`config.mk`:
```
export PLATFORM = sky130hd
export DESIGN_NAME = slce_axis
export DESIGN_NICKNAME = d
export VERILOG_FILES = /design/src/common/slce_pkg.sv /design/src/verilog/slce_axis.sv
export VERILOG_INCLUDE_DIRS = /design/src /design/src/common
export SDC_FILE = /design/constraint.sdc
export NUM_CORES = 2
export LEC_CHECK = 0
export BUFFER_PORTS_ARGS = -buffer_cell sky130_fd_sc_hd__buf_2
export CORE_MARGIN = 4
export CORE_UTILIZATION = 50
export DETAILED_ROUTE_END_ITERATION = 12
export PLACE_DENSITY = 0.67
export SLEW_MARGIN = 20
export SYNTH_ARGS = -nofsm -noshare
export SYNTH_HDL_FRONTEND = slang
export SYNTH_SLANG_ARGS = --single-unit
```
`constraint.sdc`:
```
create_clock -name pclk -period 78.6 [get_ports pclk]
set_input_delay 11.79 -clock pclk [delete_from_list [all_inputs] [get_ports pclk]]
set_output_delay 11.79 -clock pclk [all_outputs]
set_load 0.005 [all_outputs]
```
`src/common/slce_consts.svh`:
```
// Purpose: offsets, field positions, reset values and timing counts of the axis block
// Assumes: 32-bit APB, one register per aligned word
// Notes:   included by the package and by the design
`ifndef SLCE_CONSTS_SVH
`define SLCE_CONSTS_SVH
// ==========================================================
// register byte offsets
`define SLCE_OFF_CTRL        12'h000
`define SLCE_OFF_FULLSTEP    12'h004
`define SLCE_OFF_ENC_CPR     12'h008
`define SLCE_OFF_ENC_POS     12'h00c
`define SLCE_OFF_MICROSTEP   12'h010
`define SLCE_OFF_RUN_CUR     12'h014
`define SLCE_OFF_STBY_CUR    12'h018
`define SLCE_OFF_PD_DELAY    12'h01c
`define SLCE_OFF_ADAPT       12'h020
`define SLCE_OFF_STALL_SPD   12'h024
`define SLCE_OFF_ADAPT_SPD   12'h028
`define SLCE_OFF_DEV_LIMIT   12'h02c
`define SLCE_OFF_STATUS      12'h030
`define SLCE_OFF_IRQ_STAT    12'h034
`define SLCE_OFF_IRQ_MASK    12'h038
// ==========================================================
// control bit positions
`define SLCE_CTRL_UNIT       0
`define SLCE_CTRL_DEV_STOP   1
`define SLCE_CTRL_NULL_CLR   2
// adaptive config fields
`define SLCE_AD_MIN          0
`define SLCE_AD_DOWN_LO      1
`define SLCE_AD_UP_LO        3
`define SLCE_AD_HYST_LO      8
`define SLCE_AD_LOWER_LO     16
// interrupt bits
`define SLCE_IRQ_STALL       0
`define SLCE_IRQ_DEVIATION   1
`define SLCE_IRQ_NULL        2
`define SLCE_IRQ_REF         3
// ==========================================================
// reset values
`define SLCE_RST_CTRL        32'h0000_0001
`define SLCE_RST_FULLSTEP    16'h00c8
`define SLCE_RST_ENC_CPR     16'h00c8
`define SLCE_RST_MICROSTEP   4'h8
`define SLCE_RST_RUN_CUR     8'hff
`define SLCE_RST_STBY_CUR    8'h00
`define SLCE_RST_PD_DELAY    16'h00c8
`define SLCE_RST_ADAPT       32'h0000_0000
// ==========================================================
// timing: delay unit and clock
`define SLCE_PD_UNIT_NS      10000000
`define SLCE_CLK_NS          10
`define SLCE_PD_UNIT_CYC     (`SLCE_PD_UNIT_NS / `SLCE_CLK_NS)
`endif

```
`src/common/slce_pkg.sv`:
```
// Purpose: types of the axis block
// Assumes: constants come from slce_consts.svh
// Notes:   whole state of the block is one packed struct
`include "slce_consts.svh"
package slce_pkg;
  // ==========================================================
  // complete registered state
  typedef struct packed {
    logic [31:0] ctrl;        // unit mode, deviation stop, null clear
    logic [15:0] fullstep;    // motor full steps per revolution
    logic [15:0] enc_cpr;     // encoder counts per revolution
    logic [31:0] enc_pos;     // scaled encoder position
    logic [15:0] enc_frac;    // scaling remainder
    logic [3:0]  microstep;   // microstep code, 2**code per full step
    logic [7:0]  run_cur;     // absolute max run current
    logic [7:0]  stby_cur;    // standby current
    logic [15:0] pd_delay;    // power down delay, 10 ms units
    logic [31:0] adapt;       // adaptive current configuration
    logic [31:0] stall_spd;   // stall stop speed
    logic [31:0] adapt_spd;   // adaptive current speed threshold
    logic [31:0] dev_limit;   // allowed encoder deviation
    logic [3:0]  irq_stat;    // sticky events
    logic [3:0]  irq_mask;    // event enables
    logic [1:0]  enc_ab;      // last quadrature sample
    logic        enc_n;       // last index sample
    logic [4:0]  cur;         // regulated current step
    logic [4:0]  down_cnt;    // readings above the upper threshold
    logic [23:0] tick_cnt;    // 10 ms tick divider
    logic [15:0] pd_cnt;      // elapsed standstill ticks
    logic        standby;     // standby current active
    logic        stop_req;    // stop request pulse
    logic [31:0] prdata;      // read data
    logic        pslverr;     // unmapped access
  } slce_state_s;
endpackage : slce_pkg

```
`src/verilog/slce_axis.sv`:
```
// Purpose: encoder scaling, stall stop, load-adaptive and standby current for one axis
// Assumes: all inputs synchronous to pclk; speeds in the same unit as the thresholds
// Notes:   APB slave, zero wait states; one level interrupt
//
// How it works
// - encoder counts scaled to motor microsteps
// - full steps per revolution default 200
// - encoder position writable, cleared on reference
// - deviation stop when encoder stops following
// - function bit clears position on index
// - load value falls to zero at maximum load
// - stall stop only above stall speed
// - adaptive current only above threshold speed
// - run current 0..255 in 32 steps
// - standby current after power down delay
// - minimum current half or quarter of scale
// - decrement per 32, 8, 2, 1 readings
// - increment by 1, 2, 4, 8 below lower
// - hysteresis spaces the two thresholds
// - unit mode 1 pps, 0 internal units
// - microstep code 8 means 256, default
//
// The register addresses and the APB interface to the registers were chosen for this implementation.
`include "slce_consts.svh"
module slce_axis #(
  parameter int unsigned PD_UNIT_CYC = `SLCE_PD_UNIT_CYC, // cycles per 10 ms delay unit
  parameter int unsigned LOAD_W      = 10                 // load measurement width
) (
  input  wire logic              pclk,          // clock, 100 MHz
  input  wire logic              presetn,       // async reset, active low
  input  wire logic              psel,          // apb select
  input  wire logic              penable,       // apb enable
  input  wire logic              pwrite,        // apb direction
  input  wire logic [11:0]       paddr,         // apb byte address
  input  wire logic [31:0]       pwdata,        // apb write data
  output logic      [31:0]       prdata,        // apb read data
  output logic                   pready,        // apb ready
  output logic                   pslverr,       // apb error
  input  wire logic              enc_a,         // encoder channel a
  input  wire logic              enc_b,         // encoder channel b
  input  wire logic              enc_null,      // encoder index channel
  input  wire logic [31:0]       motor_pos,     // microstep position counter
  input  wire logic [31:0]       motor_speed,   // absolute actual speed
  input  wire logic              motor_moving,  // ramp not at standstill
  input  wire logic              ref_done,      // reference search finished, pulse
  input  wire logic [LOAD_W-1:0] load_value,    // sensorless load measurement
  input  wire logic              load_valid,    // new load reading, pulse
  output logic                   stop_req,      // stop the motor, pulse
  output logic      [4:0]        coil_current,  // current step to the driver
  output logic                   standby,       // standby current in use
  output logic                   unit_mode,     // 1 pps units, 0 internal
  output logic      [3:0]        microstep,     // microstep code to the driver
  output logic                   irq            // interrupt, level
);

  // ==========================================================
  // helpers
  // quantise an 8-bit current into one of 32 steps
  function automatic logic [4:0] cur_step(input logic [7:0] c);
    cur_step = c[7:3];
  endfunction : cur_step

  // saturating add on a 5-bit current step, capped at hi
  function automatic logic [4:0] sat_add(input logic [4:0] a, input logic [4:0] b,
                                         input logic [4:0] hi);
    logic [5:0] s;
    s = {1'b0, a} + {1'b0, b};
    sat_add = (s > {1'b0, hi}) ? hi : s[4:0];
  endfunction : sat_add

  slce_pkg::slce_state_s q;      // registered state
  slce_pkg::slce_state_s next_q; // next state

  // ==========================================================
  // derived values
  logic        setup;        // apb setup phase
  logic        wr;           // write taken this edge
  logic [1:0]  ab_now;       // current quadrature sample
  logic        cnt_up;       // one count forward
  logic        cnt_dn;       // one count backward
  logic [16:0] steps_rev;    // microsteps per revolution
  logic [16:0] scale_q;      // whole microsteps per encoder count
  logic [15:0] scale_r;      // remainder per encoder count
  logic [16:0] frac_sum;     // remainder accumulation
  logic        frac_carry;   // remainder overflowed
  logic [31:0] move;         // microsteps to add this cycle
  logic [31:0] diff;         // motor minus encoder
  logic [31:0] adiff;        // absolute deviation
  logic        dev_hit;      // deviation beyond limit
  logic        stall_hit;    // stall condition met
  logic [4:0]  cs;           // current scale
  logic [4:0]  cmin;         // lowest adaptive current
  logic [LOAD_W:0] lower;    // lower load threshold
  logic [LOAD_W:0] upper;    // upper load threshold
  logic [4:0]  down_need;    // readings counted before a decrement
  logic [4:0]  up_size;      // increment size
  logic        adapt_on;     // adaptive regulation enabled
  logic [3:0]  events;       // events this cycle
  logic [31:0] rd;           // read mux
  logic        hit;          // mapped address

  // ==========================================================
  // combinational decode
  always_comb
  begin
    setup  = psel & ~penable;
    wr     = psel & penable & pwrite & ~q.pslverr;
    ab_now = {enc_a, enc_b};
    // gray sequence 00 01 11 10 counts forward
    cnt_up = (q.enc_ab == 2'b00 && ab_now == 2'b01) || (q.enc_ab == 2'b01 && ab_now == 2'b11)
          || (q.enc_ab == 2'b11 && ab_now == 2'b10) || (q.enc_ab == 2'b10 && ab_now == 2'b00);
    cnt_dn = (q.enc_ab == 2'b01 && ab_now == 2'b00) || (q.enc_ab == 2'b11 && ab_now == 2'b01)
          || (q.enc_ab == 2'b10 && ab_now == 2'b11) || (q.enc_ab == 2'b00 && ab_now == 2'b10);
    // microsteps per revolution over counts per revolution
    steps_rev  = 17'(({1'b0, q.fullstep} << q.microstep[3:0]));
    scale_q    = (q.enc_cpr == 16'h0000) ? 17'h00000 : steps_rev / {1'b0, q.enc_cpr};
    scale_r    = (q.enc_cpr == 16'h0000) ? 16'h0000 : 16'(steps_rev % {1'b0, q.enc_cpr});
    frac_sum   = {1'b0, q.enc_frac} + {1'b0, scale_r};
    frac_carry = (frac_sum >= {1'b0, q.enc_cpr}) && (q.enc_cpr != 16'h0000);
    move       = 32'(scale_q) + (frac_carry ? 32'h0000_0001 : 32'h0000_0000);
    // deviation supervision
    diff    = motor_pos - q.enc_pos;
    adiff   = diff[31] ? (32'h0000_0000 - diff) : diff;
    dev_hit = q.ctrl[`SLCE_CTRL_DEV_STOP] && (adiff > q.dev_limit);
    // zero load reading means maximum load
    stall_hit = load_valid && (load_value == '0) && (q.stall_spd != 32'h0000_0000)
             && (motor_speed > q.stall_spd);
    // adaptive current limits
    cs   = cur_step(q.run_cur);
    cmin = q.adapt[`SLCE_AD_MIN] ? (cs >> 2) : (cs >> 1);
    // thresholds spaced by the hysteresis
    lower = (LOAD_W+1)'(q.adapt[`SLCE_AD_LOWER_LO +: 10]);
    upper = lower + (LOAD_W+1)'(q.adapt[`SLCE_AD_HYST_LO +: 5]);
    unique case (q.adapt[`SLCE_AD_DOWN_LO +: 2])
      2'd0: down_need = 5'h1f;
      2'd1: down_need = 5'h07;
      2'd2: down_need = 5'h01;
      2'd3: down_need = 5'h00;
    endcase
    up_size  = 5'h01 << q.adapt[`SLCE_AD_UP_LO +: 2];
    adapt_on = motor_moving && (motor_speed > q.adapt_spd);
    // events: stall, deviation, index clear, reference clear
    events = 4'h0;
    events[`SLCE_IRQ_STALL]     = stall_hit;
    events[`SLCE_IRQ_DEVIATION] = dev_hit;
    events[`SLCE_IRQ_NULL]      = enc_null & ~q.enc_n & q.ctrl[`SLCE_CTRL_NULL_CLR];
    events[`SLCE_IRQ_REF]       = ref_done;
  end

  // ==========================================================
  // register read mux
  always_comb
  begin
    rd  = 32'h0000_0000;
    hit = 1'b1;
    unique case (paddr)
      `SLCE_OFF_CTRL:      rd = q.ctrl & 32'h0000_0007;
      `SLCE_OFF_FULLSTEP:  rd = {16'h0000, q.fullstep};
      `SLCE_OFF_ENC_CPR:   rd = {16'h0000, q.enc_cpr};
      `SLCE_OFF_ENC_POS:   rd = q.enc_pos;
      `SLCE_OFF_MICROSTEP: rd = {28'h000_0000, q.microstep};
      `SLCE_OFF_RUN_CUR:   rd = {24'h00_0000, q.run_cur};
      `SLCE_OFF_STBY_CUR:  rd = {24'h00_0000, q.stby_cur};
      `SLCE_OFF_PD_DELAY:  rd = {16'h0000, q.pd_delay};
      `SLCE_OFF_ADAPT:     rd = q.adapt & 32'h03ff_1f1f;
      `SLCE_OFF_STALL_SPD: rd = q.stall_spd;
      `SLCE_OFF_ADAPT_SPD: rd = q.adapt_spd;
      `SLCE_OFF_DEV_LIMIT: rd = q.dev_limit;
      `SLCE_OFF_STATUS:    rd = {16'h0000, 5'h00, q.down_cnt, q.standby, q.cur};
      `SLCE_OFF_IRQ_STAT:  rd = {28'h000_0000, q.irq_stat};
      `SLCE_OFF_IRQ_MASK:  rd = {28'h000_0000, q.irq_mask};
      default:             hit = 1'b0; // unmapped: error, zero data
    endcase
  end

  // ==========================================================
  // next state
  always_comb
  begin
    next_q          = q;
    next_q.stop_req = 1'b0;
    next_q.enc_ab   = ab_now;
    next_q.enc_n    = enc_null;
    // apb: latch read data and error at setup
    if (setup)
    begin
      next_q.prdata  = (hit && !pwrite) ? rd : 32'h0000_0000;
      next_q.pslverr = ~hit;
    end
    // encoder scaling
    if (cnt_up)
    begin
      next_q.enc_pos  = q.enc_pos + move;
      next_q.enc_frac = frac_carry ? 16'(frac_sum - {1'b0, q.enc_cpr}) : frac_sum[15:0];
    end
    else if (cnt_dn)
    begin
      next_q.enc_pos  = q.enc_pos - move;
      next_q.enc_frac = frac_carry ? 16'(frac_sum - {1'b0, q.enc_cpr}) : frac_sum[15:0];
    end
    // index and reference clear win over counting
    if (events[`SLCE_IRQ_NULL] || ref_done)
    begin
      next_q.enc_pos  = 32'h0000_0000;
      next_q.enc_frac = 16'h0000;
    end
    // stop on stall or deviation
    if (stall_hit || dev_hit)
      next_q.stop_req = 1'b1;
    // standstill timer in 10 ms ticks
    if (motor_moving)
    begin
      next_q.tick_cnt = 24'h00_0000;
      next_q.pd_cnt   = 16'h0000;
      next_q.standby  = 1'b0;
    end
    else if (!q.standby)
    begin
      if (q.pd_cnt >= q.pd_delay)
        next_q.standby = 1'b1;
      else if (q.tick_cnt == 24'(PD_UNIT_CYC - 1))
      begin
        next_q.tick_cnt = 24'h00_0000;
        next_q.pd_cnt   = q.pd_cnt + 16'h0001;
      end
      else
        next_q.tick_cnt = q.tick_cnt + 24'h00_0001;
    end
    // current regulation
    if (!adapt_on)
    begin
      next_q.cur      = cs; // full scale outside the adaptive range
      next_q.down_cnt = 5'h00;
    end
    else if (load_valid)
    begin
      if ((LOAD_W+1)'(load_value) < lower)
      begin
        next_q.cur      = sat_add(q.cur, up_size, cs);
        next_q.down_cnt = 5'h00;
      end
      else if ((LOAD_W+1)'(load_value) > upper)
      begin
        if (q.down_cnt >= down_need)
        begin
          next_q.down_cnt = 5'h00;
          next_q.cur      = (q.cur > cmin) ? q.cur - 5'h01 : cmin;
        end
        else
          next_q.down_cnt = q.down_cnt + 5'h01;
      end
    end
    // register writes, taken in the access cycle
    if (wr)
    begin
      unique case (paddr)
        `SLCE_OFF_CTRL:      next_q.ctrl      = pwdata & 32'h0000_0007;
        `SLCE_OFF_FULLSTEP:  next_q.fullstep  = pwdata[15:0];
        `SLCE_OFF_ENC_CPR:   next_q.enc_cpr   = pwdata[15:0];
        `SLCE_OFF_ENC_POS:
        begin
          next_q.enc_pos  = pwdata;
          next_q.enc_frac = 16'h0000;
        end
        `SLCE_OFF_MICROSTEP: next_q.microstep = (pwdata[3:0] > 4'h8) ? 4'h8 : pwdata[3:0];
        `SLCE_OFF_RUN_CUR:   next_q.run_cur   = pwdata[7:0];
        `SLCE_OFF_STBY_CUR:  next_q.stby_cur  = pwdata[7:0];
        `SLCE_OFF_PD_DELAY:  next_q.pd_delay  = pwdata[15:0];
        `SLCE_OFF_ADAPT:     next_q.adapt     = pwdata & 32'h03ff_1f1f;
        `SLCE_OFF_STALL_SPD: next_q.stall_spd = pwdata;
        `SLCE_OFF_ADAPT_SPD: next_q.adapt_spd = pwdata;
        `SLCE_OFF_DEV_LIMIT: next_q.dev_limit = pwdata;
        `SLCE_OFF_IRQ_STAT:  next_q.irq_stat  = q.irq_stat & ~pwdata[3:0]; // write one clears
        `SLCE_OFF_IRQ_MASK:  next_q.irq_mask  = pwdata[3:0];
        default:             ; // read-only status
      endcase
    end
    // new events win over a clear in the same cycle
    next_q.irq_stat = next_q.irq_stat | events;
  end

  // ==========================================================
  // state register
  always_ff @(posedge pclk or negedge presetn)
  begin
    if (!presetn)
    begin
      q           <= '0;
      q.ctrl      <= `SLCE_RST_CTRL;
      q.fullstep  <= `SLCE_RST_FULLSTEP;
      q.enc_cpr   <= `SLCE_RST_ENC_CPR;
      q.microstep <= `SLCE_RST_MICROSTEP;
      q.run_cur   <= `SLCE_RST_RUN_CUR;
      q.stby_cur  <= `SLCE_RST_STBY_CUR;
      q.pd_delay  <= `SLCE_RST_PD_DELAY;
      q.adapt     <= `SLCE_RST_ADAPT;
      q.cur       <= 5'h1f;
    end
    else
      q <= next_q;
  end

  // ==========================================================
  // outputs
  always_comb
  begin
    prdata       = q.prdata;
    pready       = 1'b1; // zero wait states
    pslverr      = psel & penable & q.pslverr;
    stop_req     = q.stop_req;
    coil_current = q.standby ? cur_step(q.stby_cur) : q.cur;
    standby      = q.standby;
    unit_mode    = q.ctrl[`SLCE_CTRL_UNIT];
    microstep    = q.microstep;
    irq          = |(q.irq_stat & q.irq_mask);
  end

endmodule : slce_axis
```
==> results.txt <==
- Tot GR Track Use: 33.2%
* Run status: complete, no violations
- Once placement finished, the instance area stood at between 30000 and 40000 µm².
- The largest single stage delay on the critical path is roughly 0.92 ns.
* I/O Pins: 176
- The die is 275 µm wide.
- The number of global-route vias before repair is 32524.
* Count of distinct cell types in the synthesized netlist: 108
- Along the worst path, the maximum fanout reaches 25.
- Final setup TNS: 0 ns
* Slowest stage cell on the critical path: a2111oi_0
- Sorting the synthesized cells by area gives the leading types as dfrtp_1 (22%), ha_1 (15%), o21ai_0 (5.2%), nand2_1 (4.5%), xnor2_1 (4.0%).
- Y dimension of the die: 275 µm
* RSZ-0062 raised after global routing: false
- Post-Synthesis Cells: 4421
* Number of filler instances in the final layout: slightly below 7000
- Once the floorplan was initialized, standard cells occupied 50.6% of the core.
- Final core utilization: 54.8%
- Number of pins with negative max-slew slack in the final report: 0
- IR analysis of the VDD net gives a maximum drop of approximately 0.017 mV.
* CP Data Required Time: 78.99 ns
- The core region is 70300 µm².
- Vias/cell: approximately 6.4
* Sinks on the clock net: approximately 330
- GP Congestion: 1.01
- During synthesis, Yosys emitted a total of 0 warnings.
- Overall die area: between 70000 and 80000 µm²
- TritonCTS clock tree: yes
- In this run, synthesis produced a sequential element count of 331.
* Maximum number of pins on one net before global-route repair: 115
- Max-cap violations in this run came to 0.
* # setup viols final: 0
- In this run the mean area of a mapped cell was 8.04 µm².
- Number of optimization iterations in the first detailed-route pass: 6
* Placement row count: 97
- Final Hold Vio Count: 0
* Remaining global-route overflow: 0
* Synth Net Count: 4975
* Fraction of layout cells with a size suffix above 1: 11.4%
* Most common library cell in the layout ignoring fill and taps: nand2_1
* Hold Buf Count CTS: 0
- Cell area after synthesis: 35500 µm²
- In the final design database the tool counted 5052 nets.
* Worst slew margin: approximately a quarter
* Arrival time at the worst endpoint: 46.39 ns
- Number of DRC violations after detailed routing: 0
- During placement, the flow inserted port buffers numbering 174.
- The worst setup path is captured at a register.
* Area occupied by registers: 8310 µm²
- Summing all multi-input logic gate instances after layout gives around 25000 µm².
* Number of setup buffers added after CTS: 0
- The tightest min-delay check is of the register to register type.
* Max Root-Sink Buffers: 3
* Proportion of synthesized chip area in sequential cells: 23.4%
- In this run the static leakage power is between 0.015 and 0.02 µW.
- In this run the remaining antenna-violating nets after routing total 0.
- The H-tree was split into 2 levels.
- Drt first-iter violations: 3844
- Dividing the detail-routed wire length by the instance count gives between 20 and 25 µm.
- Most used cell, CP: ha_1
- STA classifies the critical path startpoint as a register.
- Top-area cell type share of the netlist area: 21.6%
- Count of vias placed by the detailed router: 34948
- Once layout is done, the placed cells without fillers occupy 38500 µm².
- Critical path type: register to register
* Half-perimeter wire length after placement: roughly 100000 µm
- Worst Hold Slack: 0.470 ns
- After detailed routing, the total wire length is 129000 µm.
* Period utilization: around three fifths
- Number of buffers inserted during clock tree synthesis: 41
* Clock network latency to the later pin of the worst-skew pair: 0.60 ns
- Min Clock Period, post-route: 46.00 ns
- dfrtp_1 takes more of the synthesized area than any other cell.
- In the layout the commonest cells are nand2_1 (422), ha_1 (417), o21ai_0 (365), inv_1 (311), nor2_1 (310).
- The clock arrives with 0.0471 ns of skew.
- The number of antenna violations at the first check in global routing is 16.
* Clock-pin slew of the registers on the worst-case setup and hold paths: 0.06 ns
- Power density relative to cell area: 13.8 nW/µm²
- In this run, post-CTS repair resized a total of 0 instances.
- Synth Flop Type: dfrtp_1
- For this run, asynchronously set or reset flops after synthesis account for between 90% and 100%.
* Clock root buffer: clkbuf_16
- Compared with the post-synthesis result, the final layout area differs by 8.43%.
* Number of enable-type register cells in the synthesized netlist: 0
- Worst slew pin tran: 1.09 ns
* Maximum clock rate: 21.7 MHz
- The first global-routing pass estimated 195000 µm of wire.
-- path summary, 6_finish.rpt --
check | start | endpoint | slack [ns] | depth (start not counted)
worst max register to register | q[323] | q[307] | 32.60 | 161
min in group asynchronous | presetn | q[72] | 11.27 | 1
worst min register to register | prdata[2] | prdata[2] | 0.47 | 2
max in group asynchronous | presetn | q[109] | 65.74 | 2
worst max-delay path | q[323] | q[307] | 32.60 | 161
worst min-delay path | prdata[2] | prdata[2] | 0.47 | 2
-- synthesized netlist by cell type (24+ instances only) --
| library cell | count |
|---|---|
| and3_1 | 51 |
| o211ai_1 | 44 |
| xnor2_1 | 162 |
| o31ai_1 | 31 |
| nand3_1 | 94 |
| mux2_2 | 85 |
| a22oi_1 | 37 |
| a222oi_1 | 44 |
| a21oi_1 | 277 |
| nand4_1 | 71 |
| nor3_1 | 120 |
| nor4_1 | 37 |
| mux2i_1 | 37 |
| nand2b_1 | 52 |
| a211oi_1 | 35 |
| or3_1 | 42 |
| nand2_1 | 423 |
| a21o_1 | 130 |
| nor2_1 | 315 |
| or2_2 | 38 |
| dfrtp_1 | 307 |
| a221oi_1 | 24 |
| and2_1 | 39 |
| o21a_1 | 77 |
| o21bai_1 | 28 |
| a31oi_1 | 43 |
| inv_1 | 311 |
| ha_1 | 417 |
| clkbuf_1 | 134 |
| xor2_1 | 81 |
| dfstp_2 | 24 |
| nor2b_1 | 41 |
| o21ai_0 | 366 |
| buf_4 | 40 |
-- flip-flops by register name, indices dropped and copies added (netlist names) --
signal     flops
cs             5
stop_req       1
prdata        32
q            277
standby        1
microstep      4
unit_mode      1
lower         10
-- through the flow --
| step | total power (µW) | setup slack (ns) | cells |
|---|---|---|---|
| floorplan | 292 | 41.11 | 4421 |
| global placement | 337 | 34.62 | 5394 |
| detailed placement | 338 | 33.91 | 5394 |
| CTS | 530 | 33.68 | 5467 |
| global route | 555 | 29.67 | 5472 |
| finish | 530 | 32.60 | 5480 |
-- logic make-up (layout without fill, tap and decap cells) --
group,count (synthesis),count (layout),synth area share (%)
compound gates,1378,1378,25.8
xor+xnor,243,243,5.99
fa+ha+maj,425,425,15.1
buf+inv,506,613,5.94
flops,331,331,23.4
mux,136,136,4.62
other cells,1,13,0.0106
simple gates,1401,1401,19.2
-- power by group --
part	total (µW)	internal (µW)	switching (µW)
registers	182	175	7.72
clock network	192	111	81.3
logic	156	60.7	94.8
-- worst max-delay path, delay by kind of cell, from the launching register on --
kind	cells	cell delay [ns]
xor+xnor	3	0.76
mux	2	0.71
buf+inv	11	1.61
compound gates	75	22.82
simple gates	49	12.82
fa+ha+maj	21	6.54
flops	1	0.49
-- layer usage --
layer | track usage (%) | up-vias | share of wire (%)
met5 | 0 | - | 0.048
met4 | 14.7 | 10 | 5.0
met3 | 6.17 | 314 | 9.1
met2 | 53.5 | 1566 | 45
met1 | 43.5 | 16636 | 41
li1 | - | 16422 | -
-- layout make-up --
class                   count  share of cell area, %
flip-flops and latches    331                   21.6
multi-input cells        3584                   65.4
well taps                 940                   3.05
diodes                     12                 0.0779
clock buffers              55                   3.01
clock inverters            18                  0.490
inverters                 312                   3.04
repair buffers            228                   3.37
No activity file was read; power rests on OpenSTA's default activity.
